--- src/odc_consts.vh ---
// Constants for the octal DAC serial command decoder
//==========================================================================
`ifndef ODC_CONSTS_VH
`define ODC_CONSTS_VH

//==========================================================================
// Command word layout
`define ODC_WORD_W      16
`define ODC_CODE_W      10
`define ODC_NCH         8
`define ODC_AC_MSB      15
`define ODC_AC_LSB      12
`define ODC_CODE_MSB    11
`define ODC_CODE_LSB    2

//==========================================================================
// Address/control codes
`define ODC_AC_NOP      4'h0
`define ODC_AC_CH_FIRST 4'h1
`define ODC_AC_CH_LAST  4'h8
`define ODC_AC_SLEEP    4'he
`define ODC_AC_ALL      4'hf

//==========================================================================
// Register map, byte addresses
`define ODC_REG_CTRL    8'h00
`define ODC_REG_STATUS  8'h04
`define ODC_REG_LAST    8'h08
`define ODC_REG_FRAMES  8'h0c
`define ODC_REG_CMD     8'h10
`define ODC_REG_CH_BASE 8'h20
`define ODC_REG_CH_LAST 8'h3c
`define ODC_CTRL_SOFTCLR 0
`define ODC_CTRL_LINKEN  1
`define ODC_CTRL_RST    2'h2
`define ODC_RESP_OKAY   2'h0
`define ODC_RESP_SLVERR 2'h2

`endif

--- src/odc_sync.v ---
// Two-flop synchroniser for pin-level inputs
`timescale 1ns/10ps
module odc_sync #(
    parameter       W   = 1,
    parameter [W-1:0] RST = {W{1'b0}}
) (
    input  wire         clk,
    input  wire         rst_n,
    input  wire         ce,
    input  wire [W-1:0] d,
    output wire [W-1:0] q
);
    reg [W-1:0] meta_q;
    reg [W-1:0] sync_q;

    // First stage feeds only the second stage
    always @(posedge clk)
    begin
        if (!rst_n)
        begin
            meta_q <= RST;
            sync_q <= RST;
        end
        else if (ce)
        begin
            meta_q <= d;
            sync_q <= meta_q;
        end
    end

    assign q = sync_q;
endmodule

--- src/odc_dac_cmd.v ---
// Serial command decoder and register slave for an octal 10-bit DAC
`timescale 1ns/10ps
`include "odc_consts.vh"
module odc_dac_cmd #(
    parameter AW = 8
) (
    input  wire                    aclk,
    input  wire                    aresetn,
    input  wire                    ce,
    // AXI4-Lite slave
    input  wire [AW-1:0]           s_axi_awaddr,
    input  wire [2:0]              s_axi_awprot,
    input  wire                    s_axi_awvalid,
    output wire                    s_axi_awready,
    input  wire [31:0]             s_axi_wdata,
    input  wire [3:0]              s_axi_wstrb,
    input  wire                    s_axi_wvalid,
    output wire                    s_axi_wready,
    output wire [1:0]              s_axi_bresp,
    output wire                    s_axi_bvalid,
    input  wire                    s_axi_bready,
    input  wire [AW-1:0]           s_axi_araddr,
    input  wire [2:0]              s_axi_arprot,
    input  wire                    s_axi_arvalid,
    output wire                    s_axi_arready,
    output wire [31:0]             s_axi_rdata,
    output wire [1:0]              s_axi_rresp,
    output wire                    s_axi_rvalid,
    input  wire                    s_axi_rready,
    // Serial link pins
    input  wire                    sclk,
    input  wire                    frame_load_strobe_n,
    input  wire                    sdi,
    output wire                    sdo,
    input  wire                    async_clear_n,
    // Converter side
    output wire [79:0]             chan_codes,
    output wire                    outputs_shutdown
);

    //======================================================================
    // Functions

    // New channel vector after one command word
    function [79:0] f_apply;
        input [79:0] cur;
        input [15:0] w;
        reg   [3:0]  ac;
        reg   [9:0]  code;
        reg   [3:0]  sel;
        integer      i;
        begin
            ac      = w[`ODC_AC_MSB:`ODC_AC_LSB];
            code    = w[`ODC_CODE_MSB:`ODC_CODE_LSB];
            f_apply = cur;
            sel     = 4'h0;
            for (i = 0; i < `ODC_NCH; i = i + 1)
            begin
                sel = sel + 4'h1;
                // Single channel, A first; no-update codes fall through
                if (ac == sel)
                    f_apply[i*10 +: 10] = code;
                if (ac == `ODC_AC_ALL)
                    f_apply[i*10 +: 10] = code;
            end
            // 0000, 1001-1101 and sleep leave cur as it was
        end
    endfunction

    // Sleep only on the sleep code; any other finished word wakes
    function f_sleep;
        input [15:0] w;
        begin
            f_sleep = (w[`ODC_AC_MSB:`ODC_AC_LSB] == `ODC_AC_SLEEP);
        end
    endfunction

    // Word-aligned register hit
    function f_hit;
        input [AW-1:0] a;
        input [7:0]    off;
        begin
            f_hit = (a[7:0] == off);
        end
    endfunction

    //======================================================================
    // Link input synchronisation

    wire [2:0] link_s;
    wire       sclk_s;
    wire       stb_s;
    wire       sdi_s;

    // Strobe idles high so a reset does not look like a frame end
    odc_sync #(
        .W   (3),
        .RST (3'h2)
    ) u_sync (
        .clk   (aclk),
        .rst_n (aresetn),
        .ce    (ce),
        .d     ({sclk, frame_load_strobe_n, sdi}),
        .q     (link_s)
    );

    assign sclk_s = link_s[2];
    assign stb_s  = link_s[1];
    assign sdi_s  = link_s[0];

    //======================================================================
    // Shift register and frame detection

    reg         sclk_prev_q;
    reg         stb_prev_q;
    reg  [15:0] shift_q;
    reg  [15:0] frames_q;
    reg  [1:0]  ctrl_q;
    wire        link_en;
    wire        sclk_rise;
    wire        frame_end;

    assign link_en   = ctrl_q[`ODC_CTRL_LINKEN];
    assign sclk_rise = sclk_s & ~sclk_prev_q;
    // Act on the strobe rising after the last bit
    assign frame_end = stb_s & ~stb_prev_q & link_en;

    always @(posedge aclk)
    begin
        if (!aresetn)
        begin
            sclk_prev_q <= 1'b0;
            stb_prev_q  <= 1'b1;
            shift_q     <= 16'h0000;
            frames_q    <= 16'h0000;
        end
        else if (ce)
        begin
            sclk_prev_q <= sclk_s;
            stb_prev_q  <= stb_s;
            // MSB first, one bit per rising clock while framed
            // Still shifting while asleep
            if (sclk_rise && !stb_s && link_en)
                shift_q <= {shift_q[14:0], sdi_s};
            if (frame_end)
                frames_q <= frames_q + 16'h0001;
        end
    end

    // Oldest bit leaves as a new one enters; 16 clocks of delay
    assign sdo = shift_q[15];

    //======================================================================
    // AXI4-Lite write channel

    reg  [AW-1:0] aw_addr_q;
    reg           aw_have_q;
    reg  [31:0]   w_data_q;
    reg  [3:0]    w_strb_q;
    reg           w_have_q;
    reg           bvalid_q;
    reg  [1:0]    bresp_q;
    wire          wr_go;
    wire          wr_map;
    wire          soft_clear;
    wire          cmd_wr;

    assign s_axi_awready = ce & ~aw_have_q & ~bvalid_q;
    assign s_axi_wready  = ce & ~w_have_q & ~bvalid_q;
    assign s_axi_bvalid  = bvalid_q;
    assign s_axi_bresp   = bresp_q;

    // Address and data may arrive in either order; act once both are held
    assign wr_go  = aw_have_q & w_have_q;
    assign wr_map = f_hit(aw_addr_q, `ODC_REG_CTRL) |
                    f_hit(aw_addr_q, `ODC_REG_CMD);
    assign soft_clear = wr_go & f_hit(aw_addr_q, `ODC_REG_CTRL) &
                        w_strb_q[0] & w_data_q[`ODC_CTRL_SOFTCLR];
    assign cmd_wr = wr_go & f_hit(aw_addr_q, `ODC_REG_CMD) &
                    (&w_strb_q[1:0]);

    always @(posedge aclk)
    begin
        if (!aresetn)
        begin
            aw_addr_q <= {AW{1'b0}};
            aw_have_q <= 1'b0;
            w_data_q  <= 32'h00000000;
            w_strb_q  <= 4'h0;
            w_have_q  <= 1'b0;
            bvalid_q  <= 1'b0;
            bresp_q   <= `ODC_RESP_OKAY;
            ctrl_q    <= `ODC_CTRL_RST;
        end
        else if (ce)
        begin
            if (s_axi_awvalid && s_axi_awready)
            begin
                aw_addr_q <= s_axi_awaddr;
                aw_have_q <= 1'b1;
            end
            if (s_axi_wvalid && s_axi_wready)
            begin
                w_data_q <= s_axi_wdata;
                w_strb_q <= s_axi_wstrb;
                w_have_q <= 1'b1;
            end
            if (wr_go)
            begin
                aw_have_q <= 1'b0;
                w_have_q  <= 1'b0;
                bvalid_q  <= 1'b1;
                bresp_q   <= wr_map ? `ODC_RESP_OKAY : `ODC_RESP_SLVERR;
                if (f_hit(aw_addr_q, `ODC_REG_CTRL) && w_strb_q[0])
                    ctrl_q[`ODC_CTRL_LINKEN] <=
                        w_data_q[`ODC_CTRL_LINKEN];
            end
            else if (bvalid_q && s_axi_bready)
                bvalid_q <= 1'b0;
        end
    end

    //======================================================================
    // Software command slot

    // A register-issued word is decoded like a serial frame. A serial
    // frame ending in the same cycle goes first; the slot waits one turn.
    reg  [15:0] sw_cmd_q;
    reg         sw_pend_q;
    wire        sw_go;

    assign sw_go = sw_pend_q & ~frame_end;

    always @(posedge aclk)
    begin
        if (!aresetn)
        begin
            sw_cmd_q  <= 16'h0000;
            sw_pend_q <= 1'b0;
        end
        else if (ce)
        begin
            if (cmd_wr)
            begin
                sw_cmd_q  <= w_data_q[15:0];
                sw_pend_q <= 1'b1;
            end
            else if (sw_go)
                sw_pend_q <= 1'b0;
        end
    end

    //======================================================================
    // Channel registers and sleep state

    reg  [79:0] chan_q;
    reg         sleep_q;
    reg  [15:0] last_q;
    wire        dec_go;
    wire [15:0] dec_word;

    assign dec_go   = frame_end | sw_go;
    assign dec_word = frame_end ? shift_q : sw_cmd_q;

    // The clear pin acts without the clock; release is not synchronised,
    // so the host should not end a frame right at clear release.
    always @(posedge aclk or negedge async_clear_n)
    begin
        if (!async_clear_n)
        begin
            chan_q  <= 80'h0;
            sleep_q <= 1'b0;
        end
        else if (!aresetn)
        begin
            chan_q  <= 80'h0;
            sleep_q <= 1'b0;
        end
        else if (ce)
        begin
            if (soft_clear)
            begin
                chan_q  <= 80'h0;
                sleep_q <= 1'b0;
            end
            else if (dec_go)
            begin
                chan_q  <= f_apply(chan_q, dec_word);
                sleep_q <= f_sleep(dec_word);
            end
        end
    end

    always @(posedge aclk)
    begin
        if (!aresetn)
            last_q <= 16'h0000;
        else if (ce && dec_go)
            last_q <= dec_word;
    end

    // Codes stay stored while buffers are off
    assign chan_codes       = chan_q;
    assign outputs_shutdown = sleep_q;

    //======================================================================
    // AXI4-Lite read channel

    reg  [31:0] rdata_q;
    reg  [1:0]  rresp_q;
    reg         rvalid_q;
    reg  [31:0] rd_d;
    reg  [1:0]  rresp_d;
    reg  [2:0]  rd_ch;

    assign s_axi_arready = ce & ~rvalid_q;
    assign s_axi_rvalid  = rvalid_q;
    assign s_axi_rdata   = rdata_q;
    assign s_axi_rresp   = rresp_q;

    always @*
    begin
        rd_d    = 32'h00000000;
        rresp_d = `ODC_RESP_OKAY;
        rd_ch   = s_axi_araddr[4:2];
        if (f_hit(s_axi_araddr, `ODC_REG_CTRL))
            rd_d = {30'h0, ctrl_q[`ODC_CTRL_LINKEN], 1'b0};
        else if (f_hit(s_axi_araddr, `ODC_REG_STATUS))
            rd_d = {29'h0, sw_pend_q, link_en, sleep_q};
        else if (f_hit(s_axi_araddr, `ODC_REG_LAST))
            rd_d = {16'h0, last_q};
        else if (f_hit(s_axi_araddr, `ODC_REG_FRAMES))
            rd_d = {16'h0, frames_q};
        else if (f_hit(s_axi_araddr, `ODC_REG_CMD))
            rd_d = {16'h0, sw_cmd_q};
        else if (s_axi_araddr[7:0] >= `ODC_REG_CH_BASE &&
                 s_axi_araddr[7:0] <= `ODC_REG_CH_LAST &&
                 s_axi_araddr[1:0] == 2'h0)
            rd_d = {22'h0, chan_q[rd_ch*10 +: 10]};
        else
            rresp_d = `ODC_RESP_SLVERR;
    end

    always @(posedge aclk)
    begin
        if (!aresetn)
        begin
            rdata_q  <= 32'h00000000;
            rresp_q  <= `ODC_RESP_OKAY;
            rvalid_q <= 1'b0;
        end
        else if (ce)
        begin
            if (s_axi_arvalid && s_axi_arready)
            begin
                rdata_q  <= rd_d;
                rresp_q  <= rresp_d;
                rvalid_q <= 1'b1;
            end
            else if (rvalid_q && s_axi_rready)
                rvalid_q <= 1'b0;
        end
    end

endmodule

--- config.mk ---
export PLATFORM = sky130hd
export DESIGN_NAME = odc_dac_cmd
export DESIGN_NICKNAME = d
export VERILOG_FILES = /design/src/odc_sync.v /design/src/odc_dac_cmd.v
export VERILOG_INCLUDE_DIRS = /design/src
export SDC_FILE = /design/constraint.sdc
export NUM_CORES = 1
export LEC_CHECK = 0
export ABC_AREA = 1
export BUFFER_PORTS_ARGS = -buffer_cell sky130_fd_sc_hd__buf_2
export CORE_MARGIN = 5
export CORE_UTILIZATION = 40
export CTS_CLUSTER_SIZE = 16
export DETAILED_ROUTE_END_ITERATION = 6
export SLEW_MARGIN = 25
export SYNTH_ARGS = -nofsm -noshare
export SYNTH_HDL_FRONTEND = slang
export SYNTH_SLANG_ARGS = --single-unit
--- constraint.sdc ---
create_clock -name aclk -period 3.1 [get_ports aclk]
set_clock_uncertainty 0.1 [all_clocks]
set_input_delay 0 -clock aclk [delete_from_list [all_inputs] [get_ports aclk]]
set_output_delay 0 -clock aclk [all_outputs]
set_load 0.005 [all_outputs]
## Word-level counts from Yosys, hierarchy flattened

Cells that the tools add are included.

- Bits in registers: 221
- Bits of input ports: 70
- Output and inout port bits: 123
- Word-level logic and storage cells: 174

- Add/sub/neg operators: 1
- Multipliers: 1
- Order comparisons: 2
- Eq/ne operators: 25
- Shift operators: 1
- Multiplexer cells: 48
- Bitwise operators: 24
- Reduce and logical (&&, ||, !) cells: 43

Operator list:

| kind | number |
|---|---|
| two-way mux 80 bit | 4 |
| two-way mux 10 bit | 17 |
| two-way mux 16 bit | 6 |
| variable part select 80 x 8 -> 10 bit | 1 |
| != test 4 x 1 -> 1 bit (second input constant) | 8 |
| AND reduction 2 bit | 14 |
| AND reduction 3 bit | 9 |
| adder 16 x 1 -> 16 bit (second input constant) | 1 |
| equality test 4 x 3 -> 1 bit (second input constant) | 4 |
| equality test 8 x 4 -> 1 bit (second input constant) | 2 |
| equality test 8 x 5 -> 1 bit (second input constant) | 2 |
| zero test 8 bit | 2 |
| AND 1 bit | 15 |
| two-way mux 1 bit | 14 |
| two-way mux 2 bit | 7 |
| equality test 4 bit (second input constant) | 3 |
| logical AND 1 bit | 11 |
| nonzero test 2 bit | 5 |
| equality test 4 x 2 -> 1 bit (second input constant) | 2 |
| equality test 8 x 3 -> 1 bit (second input constant) | 1 |
| >= comparator 8 x 6 -> 1 bit (second input constant) | 1 |
| <= comparator 8 x 6 -> 1 bit (second input constant) | 1 |
| inverter 1 bit | 7 |
| multiplier 3 x 3 -> 6 bit (second input constant) | 1 |
| other kinds (6) | 7 |

## Logic depth before layout (Yosys ltp)

Gate-level depths: netlist of the first run.

- Depth after elaboration: 11
- Gate-level depth with buffers: 12
- Gate-level depth less buffers: 11

## Hierarchy

From an unflattened synthesis of the first run, not the netlist that was laid out.

- Cell total of the unflattened synthesis: 1272
- Area, all modules: 9262.6 sq um

By module, submodules not included:

| module | times used | cells an instance | area an instance (sq um) | sequential area each (sq um) |
|---|---|---|---|---|
| odc_dac_cmd | 1 | 1238 | 9012.4 | 4349.2 |
| odc_sync | 1 | 34 | 250.2 | 120.1 |

## Least setup slack after synthesis of the first run

OpenSTA, ideal clock, no wires.

- Path type: register to register
- Start point: reg aw_addr_q[6]
- End point: reg chan_q[78], in the netlist chan_codes[78]
- Library setup time: 118 ps
- Arrival: 1504 ps
- Required time: 2882 ps
- Path slack: 1378 ps
- Stages on the path, launching flop included: 10
- Buffers on the path: 1
- Clock period less this slack: 1722 ps
- Path through: dfxtp_1 -> nor2_1 -> nand2_1 -> nor2_2 -> nand3_2 -> o21ai_4 -> buf_6 -> o21ai_2 -> nand2_1 -> nand2_1

- Cells in the longest elaborated chain, start to end: 7
- Elaborated cells on any way between the ends: 10
- Classes of those cells: eq/ne (2); mux (3); bitwise (3); reduce/logical (2)

RTL lines:

| element | RTL line | source |
|---|---|---|
| start: declaration | odc_dac_cmd.v:156 | `reg [AW-1:0] aw_addr_q;` |
| start signal: assignment | odc_dac_cmd.v:186 | `aw_addr_q <= {AW{1'b0}};` |
| start signal: assignment | odc_dac_cmd.v:199 | `aw_addr_q <= s_axi_awaddr;` |
| zero test 8 bit (*) | odc_dac_cmd.v:83 | `f_hit = (a[7:0] == off);` |
| AND 1 bit (*) (3 in series) | odc_dac_cmd.v:177 | `` assign soft_clear = wr_go & f_hit(aw_addr_q, `ODC_REG_CTRL) & `` |
| two-way mux 80 bit | odc_dac_cmd.v:281 | `if (soft_clear)` |
| two-way mux 80 bit | odc_dac_cmd.v:279 | `else if (ce)` |
| two-way mux 80 bit | odc_dac_cmd.v:274 | `else if (!aresetn)` |
| end signal: assignment | odc_dac_cmd.v:288 | `chan_q <= f_apply(chan_q, dec_word);` |
| end: declaration | odc_dac_cmd.v:256 | `reg [79:0] chan_q;` |

Every way passes the cells marked *; elsewhere a longest branch is shown, timed or not. The select of a mux whose other input is x is not followed.
A chain may end at the register's enable or synchronous reset.

## Worst setup path after layout of the first run

- Start point: in ce
- End point: reg w_data_q[10]

- Cells in the longest elaborated chain, start to end: 4

RTL lines:

| element | RTL line | source |
|---|---|---|
| start: declaration | odc_dac_cmd.v:9 | `input wire ce,` |
| AND 1 bit (2 in series) | odc_dac_cmd.v:169 | `assign s_axi_wready = ce & ~w_have_q & ~bvalid_q;` |
| logical AND 1 bit | odc_dac_cmd.v:202 | `if (s_axi_wvalid && s_axi_wready)` |
| AND reduction 2 bit (no line) (*) | - |  |
| end signal: assignment | odc_dac_cmd.v:204 | `w_data_q <= s_axi_wdata;` |
| end: declaration | odc_dac_cmd.v:158 | `reg [31:0] w_data_q;` |

Every way passes the cells marked *; elsewhere a longest branch is shown, timed or not.

==> impl_metrics.ini, run 1 <==
[sta]
final_min_period_over_clock_period = 0.909
final_hold_viol_count = 0
setup-violations-final = 0
transition_time_at_the_pin_with_the_least_slew_margin_ps = 878
rsz_0062_raised_after_global_routing = false
relSlewSlack = 0.414
final_max_slew_viol_count = 0
final_period_minus_worst_setup_slack_ps = 2820
final.setup.tns_ps = 0
fmaxAchievable_ghz = 0.355

[cts]
cts_post_setup_buffers_inserted = 0
ctsResizeCount = 0
cts.reportedPaths.clkPinSlew_ps = 60
clk_path_buf_depth = 3
clock_root_buffer = clkbuf_16
insertion_delay_ps = 510
cts_htree_levels = 1
cts_tree = built
clkSinkCount = 203
cts_made_buffers = 24

[logic_synthesis]
synth.largest_area_cell = dfxtp_1
seq_area_frac_synth = 0.459
synthesis.yosys.warnings = 0
syn_area_um2 = 9740
synthDistinctLibCells = 41
synth_top_area_share = 0.251
synth_seq_cells = 203
post_synthesis_area_per_instance_um2 = 7.32
synthesis.instances = 1331
top_cells_by_area_synth = dfxtp_1 25%, dfrtp_1 21%, nand2_1 15%

[place]
post-place-cells = 1754
post_dp_hpwl_um = 21000
port-buffer-count = 150
gpl.final_weighted_congestion = 0.934

[flow_run]
drv_cap = 0

[pwr]
powerDensity_nw_per_um2 = 491
max-vdd-ir-drop_v = 0.000389
power_mw = 6.05
p_leak_nw = 5.92

[detailed_routing]
drt-vias-per-instance = 5.12
drt_wl_total_um = 31500
wl_per_cell_um = 16.7
number_of_vias_after_detailed_routing = 9641
drt_first_pass_iters = 5
antenna_left = 0
drtIter0Drc = 701
drc = 0

[setup_path]
reg2reg_setup_slack_ps = 440
critical_path.slowest_cell = dlygate4sd3_1
worstPathMaxFanout = 35
critical_path_arrival_ps = 3120
crit_path_kind = in2reg
crit_path_max_incr_delay_ps = 600
crit_path_cell_trace = dlygate4sd3_1, buf_2, inv_2, nor3_1, nand2_1, buf_4, o21ai_0, dlygate4sd3_1, a21oi_1, dlygate4sd3_1
setup.worst_path.end_class = flop
critPathRequiredTime_ps = 3400
worst_path_most_repeated_cell = dlygate4sd3_1
startpoint_type = primary input

[die]
top_level_ports = 193
fp.dieArea_um2 = 27600
std_cell_rows = 57
floorplan.core_area_um2 = 24200
die_y_um = 166
die_x_um = 166
start_util = 0.403

[layout]
layout.nets = 1613
layout.cells.non_filler = 1884
insertedDiodeCount = 0
layout.cells.most_common_list = 383 x nand2_1, 149 x buf_2, 139 x nor2_1
share_of_final_layout_standard_cells_stronger_than_drive_strength_1 = 0.168
layout_commonest_cell = nand2_1
syn2layout_area_growth_pct = 26.5

[global_route]
grt_pass1_wl_um = 49500
gr-total-overflow = 0
antenna_violations_before_repair = 1
maximum_number_of_pins_on_one_net_before_global_route_repair = 94
globalRouteTotalUtil = 0.219
via_count_of_the_first_global_routing_pass = 9123

[worst_hold_path]
min_path_type = in2reg

[status]
run_status = finished clean
## metrics by stage
step | instance area [µm²] | setup WS [ps] | hold WS, ps | utilization
2_1_floorplan | 9810 | 1380 | -396 | -
3_3_place_gp | 10700 | 791 | 55.3 | 0.441
3_5_place_dp | 10700 | 767 | 51.7 | 0.441
4_1_cts | 12300 | 403 | 3.53 | 0.510
5_1_grt | 12300 | 106 | 17.0 | 0.510
6_report | 12300 | 282 | 9.65 | 0.510
## sequential cells by signal (all words and copies together), names as in the netlist, 2 cells and up
| signal | flops |
|---|---|
| sw_cmd_q | 16 |
| w_strb_q | 2 |
| s_axi_rdata | 16 |
| frames_q | 16 |
| last_q | 16 |
| w_data_q | 16 |
| u_sync.q | 3 |
| shift_q | 16 |
| aw_addr_q | 8 |
| chan_codes | 80 |
| u_sync.meta_q | 3 |
## where the power goes
| group | internal [mW] | switching [mW] | total [mW] | leakage, nW |
|---|---|---|---|---|
| Combinational | 0.220 | 0.371 | 0.590 | 3.40 |
| Clock | 1.65 | 1.11 | 2.76 | 0.397 |
| Sequential | 2.68 | 0.0255 | 2.70 | 2.12 |
| Total | 4.54 | 1.51 | 6.05 | 5.92 |
## worst max-delay path, delay by kind of cell
kind,cells,cell delay [ps]
and+or+nand+nor,2,440
buffers and inverters,6,2400
AOI/OAI and AO/OA,2,260
## Yosys cell counts
| cell | n |
|---|---|
| nor3b_1 | 1 |
| a21oi_2 | 7 |
| buf_4 | 27 |
| nor2_2 | 3 |
| nand2_4 | 2 |
| a21oi_4 | 2 |
| o211ai_1 | 3 |
| o21ai_2 | 4 |
| conb_1 | 1 |
| buf_1 | 2 |
| o21ai_4 | 8 |
| dfxtp_1 | 122 |
| nand2_1 | 383 |
| nand3_1 | 33 |
| ha_1 | 1 |
| xor2_1 | 2 |
| nand2b_1 | 1 |
| nor3_2 | 3 |
| inv_2 | 7 |
| inv_1 | 99 |
| o21a_1 | 3 |
| nand2_2 | 7 |
| nor3_1 | 14 |
| a31oi_1 | 2 |
| nand3_2 | 2 |
| or2_1 | 1 |
| a22oi_1 | 1 |
| nand4_1 | 81 |
| nor2_1 | 139 |
| nor4_1 | 1 |
| buf_6 | 3 |
| clkinv_4 | 1 |
| a21oi_1 | 100 |
| clkbuf_1 | 46 |
| o21ai_1 | 14 |
| nand4_4 | 1 |
| buf_2 | 11 |
| dfrtp_1 | 81 |
| o21ai_0 | 108 |
| nand3b_1 | 1 |
| nor2_4 | 3 |
## cells by family (layout without fill, tap and decap cells)
| group | count (synthesis) | in the layout | share of synthesized area |
|---|---|---|---|
| AND/OR/NAND/NOR | 676 | 676 | 0.300 |
| AO/OA/AOI/OAI | 252 | 252 | 0.147 |
| flip-flops | 203 | 203 | 0.459 |
| buffers and inverters | 196 | 408 | 0.0902 |
| XOR/XNOR | 2 | 2 | 0.00180 |
| adder cells (fa/ha/maj) | 1 | 1 | 0.00128 |
| other | 1 | 18 | 0.000385 |
## final timing paths
kind                             endpoint       startpoint  cells after the start
max                          w_data_q[10]               ce                     10
max reg2reg                  w_data_q[10]     s_axi_bvalid                      7
min                        s_axi_rdata[1]  s_axi_araddr[4]                      6
min in group asynchronous  chan_codes[20]    async_clear_n                      2
min reg2reg                  sw_cmd_q[13]     w_data_q[13]                      2
max in group asynchronous  chan_codes[25]    async_clear_n                      3
## per-layer routing
| metal | vias up | global-route usage | part of all wire |
|---|---|---|---|
| met5 | - | 0 | 0.00041 |
| met4 | 2 | 0.0699 | 0.032 |
| met3 | 60 | 0.0426 | 0.078 |
| met2 | 363 | 0.347 | 0.45 |
| met1 | 4470 | 0.302 | 0.44 |
| li1 | 4746 | - | - |
## area by class of cell
type / instances / area (µm²)
fillers: 2358 / 11900
flip-flops and latches: 203 / 4470
multi-input cells: 949 / 4460
repair buffers: 257 / 1780
clock buffers: 35 / 733
inverters: 107 / 407
well taps: 324 / 405
clock inverters: 9 / 63.8
## what timing repair did
action                                  CTS  global route
endpoints found under the setup margin    0             0
hold buffers                             86             0
hold endpoints to repair                122             0
Power figures use the tool's default switching activity.
==> run 2, diff against run 1 <==
--- a/config.mk
+++ b/config.mk
@@ -8,6 +8,7 @@
 export LEC_CHECK = 0
 export ABC_AREA = 1
 export BUFFER_PORTS_ARGS = -buffer_cell sky130_fd_sc_hd__buf_2
+export CORE_ASPECT_RATIO = 1.1
 export CORE_MARGIN = 5
 export CORE_UTILIZATION = 40
 export CTS_CLUSTER_SIZE = 16
==> run 2 against run 1 <==
  * The flow now finishes with violations (hold timing)
  * Highest routed layer is now met4
  * Via count decreased by 2.2%
  * Total power shrank 2.6%
  * Cell count shrank 2.6%
  * Critical path depth fell by 2
  * Clock power is 4% lower
  * Sequential share of layout area rose by 1.2 points
  * Flip-flop and latch count stayed put
  * Worst hold slack got worse by 44 ps
==> impl_metrics.ini, run 2 (synthesis gave the netlist of run 1 again) <==
[layout]
layout.nets = 1581
multi_input_gate_area_um2 = 4460
layout.cells.non_filler = 1835
largest_register_ff_count = 80
syn2layout_area_growth_pct = 22.5
insertedDiodeCount = 0
share_of_final_layout_standard_cells_stronger_than_drive_strength_1 = 0.165
layout_commonest_cell = nand2_1
layout.cells.most_common_list = 383 x nand2_1, 149 x buf_2, 139 x nor2_1
filler_cell_count = 2413
layout.area.seq_um2 = 4470

[pwr]
switchingPower_mw = 1.49
power_frac_clock = 0.448
switching_share = 0.252
power.share.sequential = 0.459
max-vdd-ir-drop_v = 0.000371
part_of_the_total_power_dissipated_in_combinational_logic = 0.093
powerDensity_nw_per_um2 = 494
p_leak_nw = 5.73
cell_internal_pwr_mw = 4.41

[worst_hold_path]
min_path_type = in2async

[global_route]
antenna_violations_before_repair = 0
grt_pass1_wl_um = 48300
gr-total-overflow = 0
globalRouteTotalUtil = 0.209
via_count_of_the_first_global_routing_pass = 8835
maximum_number_of_pins_on_one_net_before_global_route_repair = 94

[status]
run_status = complete, but fails checks
violations = hold timing

[die]
die_x_um = 159
die_y_um = 174
start_util = 0.402
floorplan.core_area_um2 = 24200
top_level_ports = 193
std_cell_rows = 60
fp.dieArea_um2 = 27600

[setup_path]
critical_path_arrival_ps = 2970
worstPathMaxFanout = 20
critPathBufInv = 1
critical_path.slowest_cell = o21ai_1
critPathRequiredTime_ps = 3440
r2r_cells = 8
startpoint_type = flop
setup.worst_path.end_class = flop
crit_path_kind = reg2reg
crit_path_max_incr_delay_ps = 510
crit_path_cell_trace = nand3_2, o21ai_1, inv_2, nand4_4, nand2_2, o21ai_2, nand2_1, nand2_1
worst_path_most_repeated_cell = nand2_1
crit_family = simple AND/OR/NAND/NOR gates
timing.critical_path.depth = 8

[cts]
cts_htree_levels = 1
clkSinkCount = 203
clk_path_buf_depth = 3
insertion_delay_ps = 530
cts.reportedPaths.clkPinSlew_ps = 60
cts_made_buffers = 23
cts_tree = built
ctsResizeCount = 0
clock_root_buffer = clkbuf_16

[sta]
final.setup.tns_ps = 0
transition_time_at_the_pin_with_the_least_slew_margin_ps = 957
relSlewSlack = 0.361
final_hold_viol_count = 15
final_min_period_over_clock_period = 0.847
fmaxAchievable_ghz = 0.381
final_max_slew_viol_count = 0
final_period_minus_worst_setup_slack_ps = 2630
timing.hold.ws_ps = -34.1
rsz_0062_raised_after_global_routing = false
setup-violations-final = 0

[detailed_routing]
number_of_vias_after_detailed_routing = 9428
antenna_left = 0
drc = 0
wl_per_cell_um = 16.5
drt_wl_total_um = 30300
drtIter0Drc = 687
drt_first_pass_iters = 6
drt-vias-per-instance = 5.14

[flow_run]
drv_cap = 0

[place]
post_dp_hpwl_um = 20800
gpl.final_weighted_congestion = 0.951
post-place-cells = 1737
port-buffer-count = 150
-- run 2: changes by cell type in the layout (fill, tap and decap cells not counted), sizes merged --
cell         delta
buf             -2
clkinv          -4
clkinvlp        -1
dlygate4sd3    -29
inv             +1
-- run 2: metal layers --
layer  global-route usage  vias to the layer above  share of wire
li1                     -                     4683              -
met1                0.284                     4386           0.43
met2                0.346                      308           0.47
met3               0.0366                       51          0.069
met4               0.0584                        0          0.026
met5                    0                        -              0
-- run 2: through the flow --
stage          power, mW  utilization  area (µm²)  worst slack [ps]  hold WS [ps]
2_1_floorplan       3.09            -        9810              1380          -396
3_3_place_gp        3.23        0.438       10600               517           118
3_5_place_dp        3.24        0.438       10600               494           125
4_1_cts             5.93        0.491       11900               449          38.2
5_1_grt             6.11        0.492       11900               277          81.2
6_report            5.89        0.492       11900               474         -34.1
-- run 2: final cells by class --
class	count	share of cell area
Clock buffer	35	0.0581
Clock inverter	5	0.00273
Inverter	107	0.0341
Multi-Input combinational cell	949	0.373
Sequential cell	203	0.374
Tap cell	310	0.0325
Timing Repair Buffer	226	0.125
-- run 2: worst reg2reg max path: stages, from the launching register on --
cell and delay [ps]:
dfxtp_1 450, nand3_2 420, o21ai_1 510, inv_2 120, nand4_4 150, nand2_2 200
o21ai_2 420, nand2_1 100, nand2_1 70
-- run 2: repair_timing --
item                                   CTS  global route
endpoints found under the hold margin  144             0
buffers inserted                         0             0
hold buffers                            57             0
-- run 2: worst paths after layout --
kind / slack (ps) / end / from
min in group aclk: 40 / aw_addr_q[6] / s_axi_awvalid
hold reg to reg: 360 / w_data_q[3] / w_data_q[3]
setup / recovery: 470 / chan_codes[76] / ctrl_q[1]
setup reg to reg: 470 / chan_codes[76] / ctrl_q[1]
max in group asynchronous: 2370 / chan_codes[69] / async_clear_n
hold / removal: -30 / chan_codes[18] / async_clear_n
-- run 2: power by group through the flow --
stage	Clock (mW)	Combinational (mW)	Sequential, mW
2_1_floorplan	0	0.339	2.75
3_3_place_gp	0	0.477	2.75
3_5_place_dp	0	0.480	2.76
4_1_cts	2.69	0.539	2.70
5_1_grt	2.79	0.612	2.71
6_report	2.64	0.549	2.70
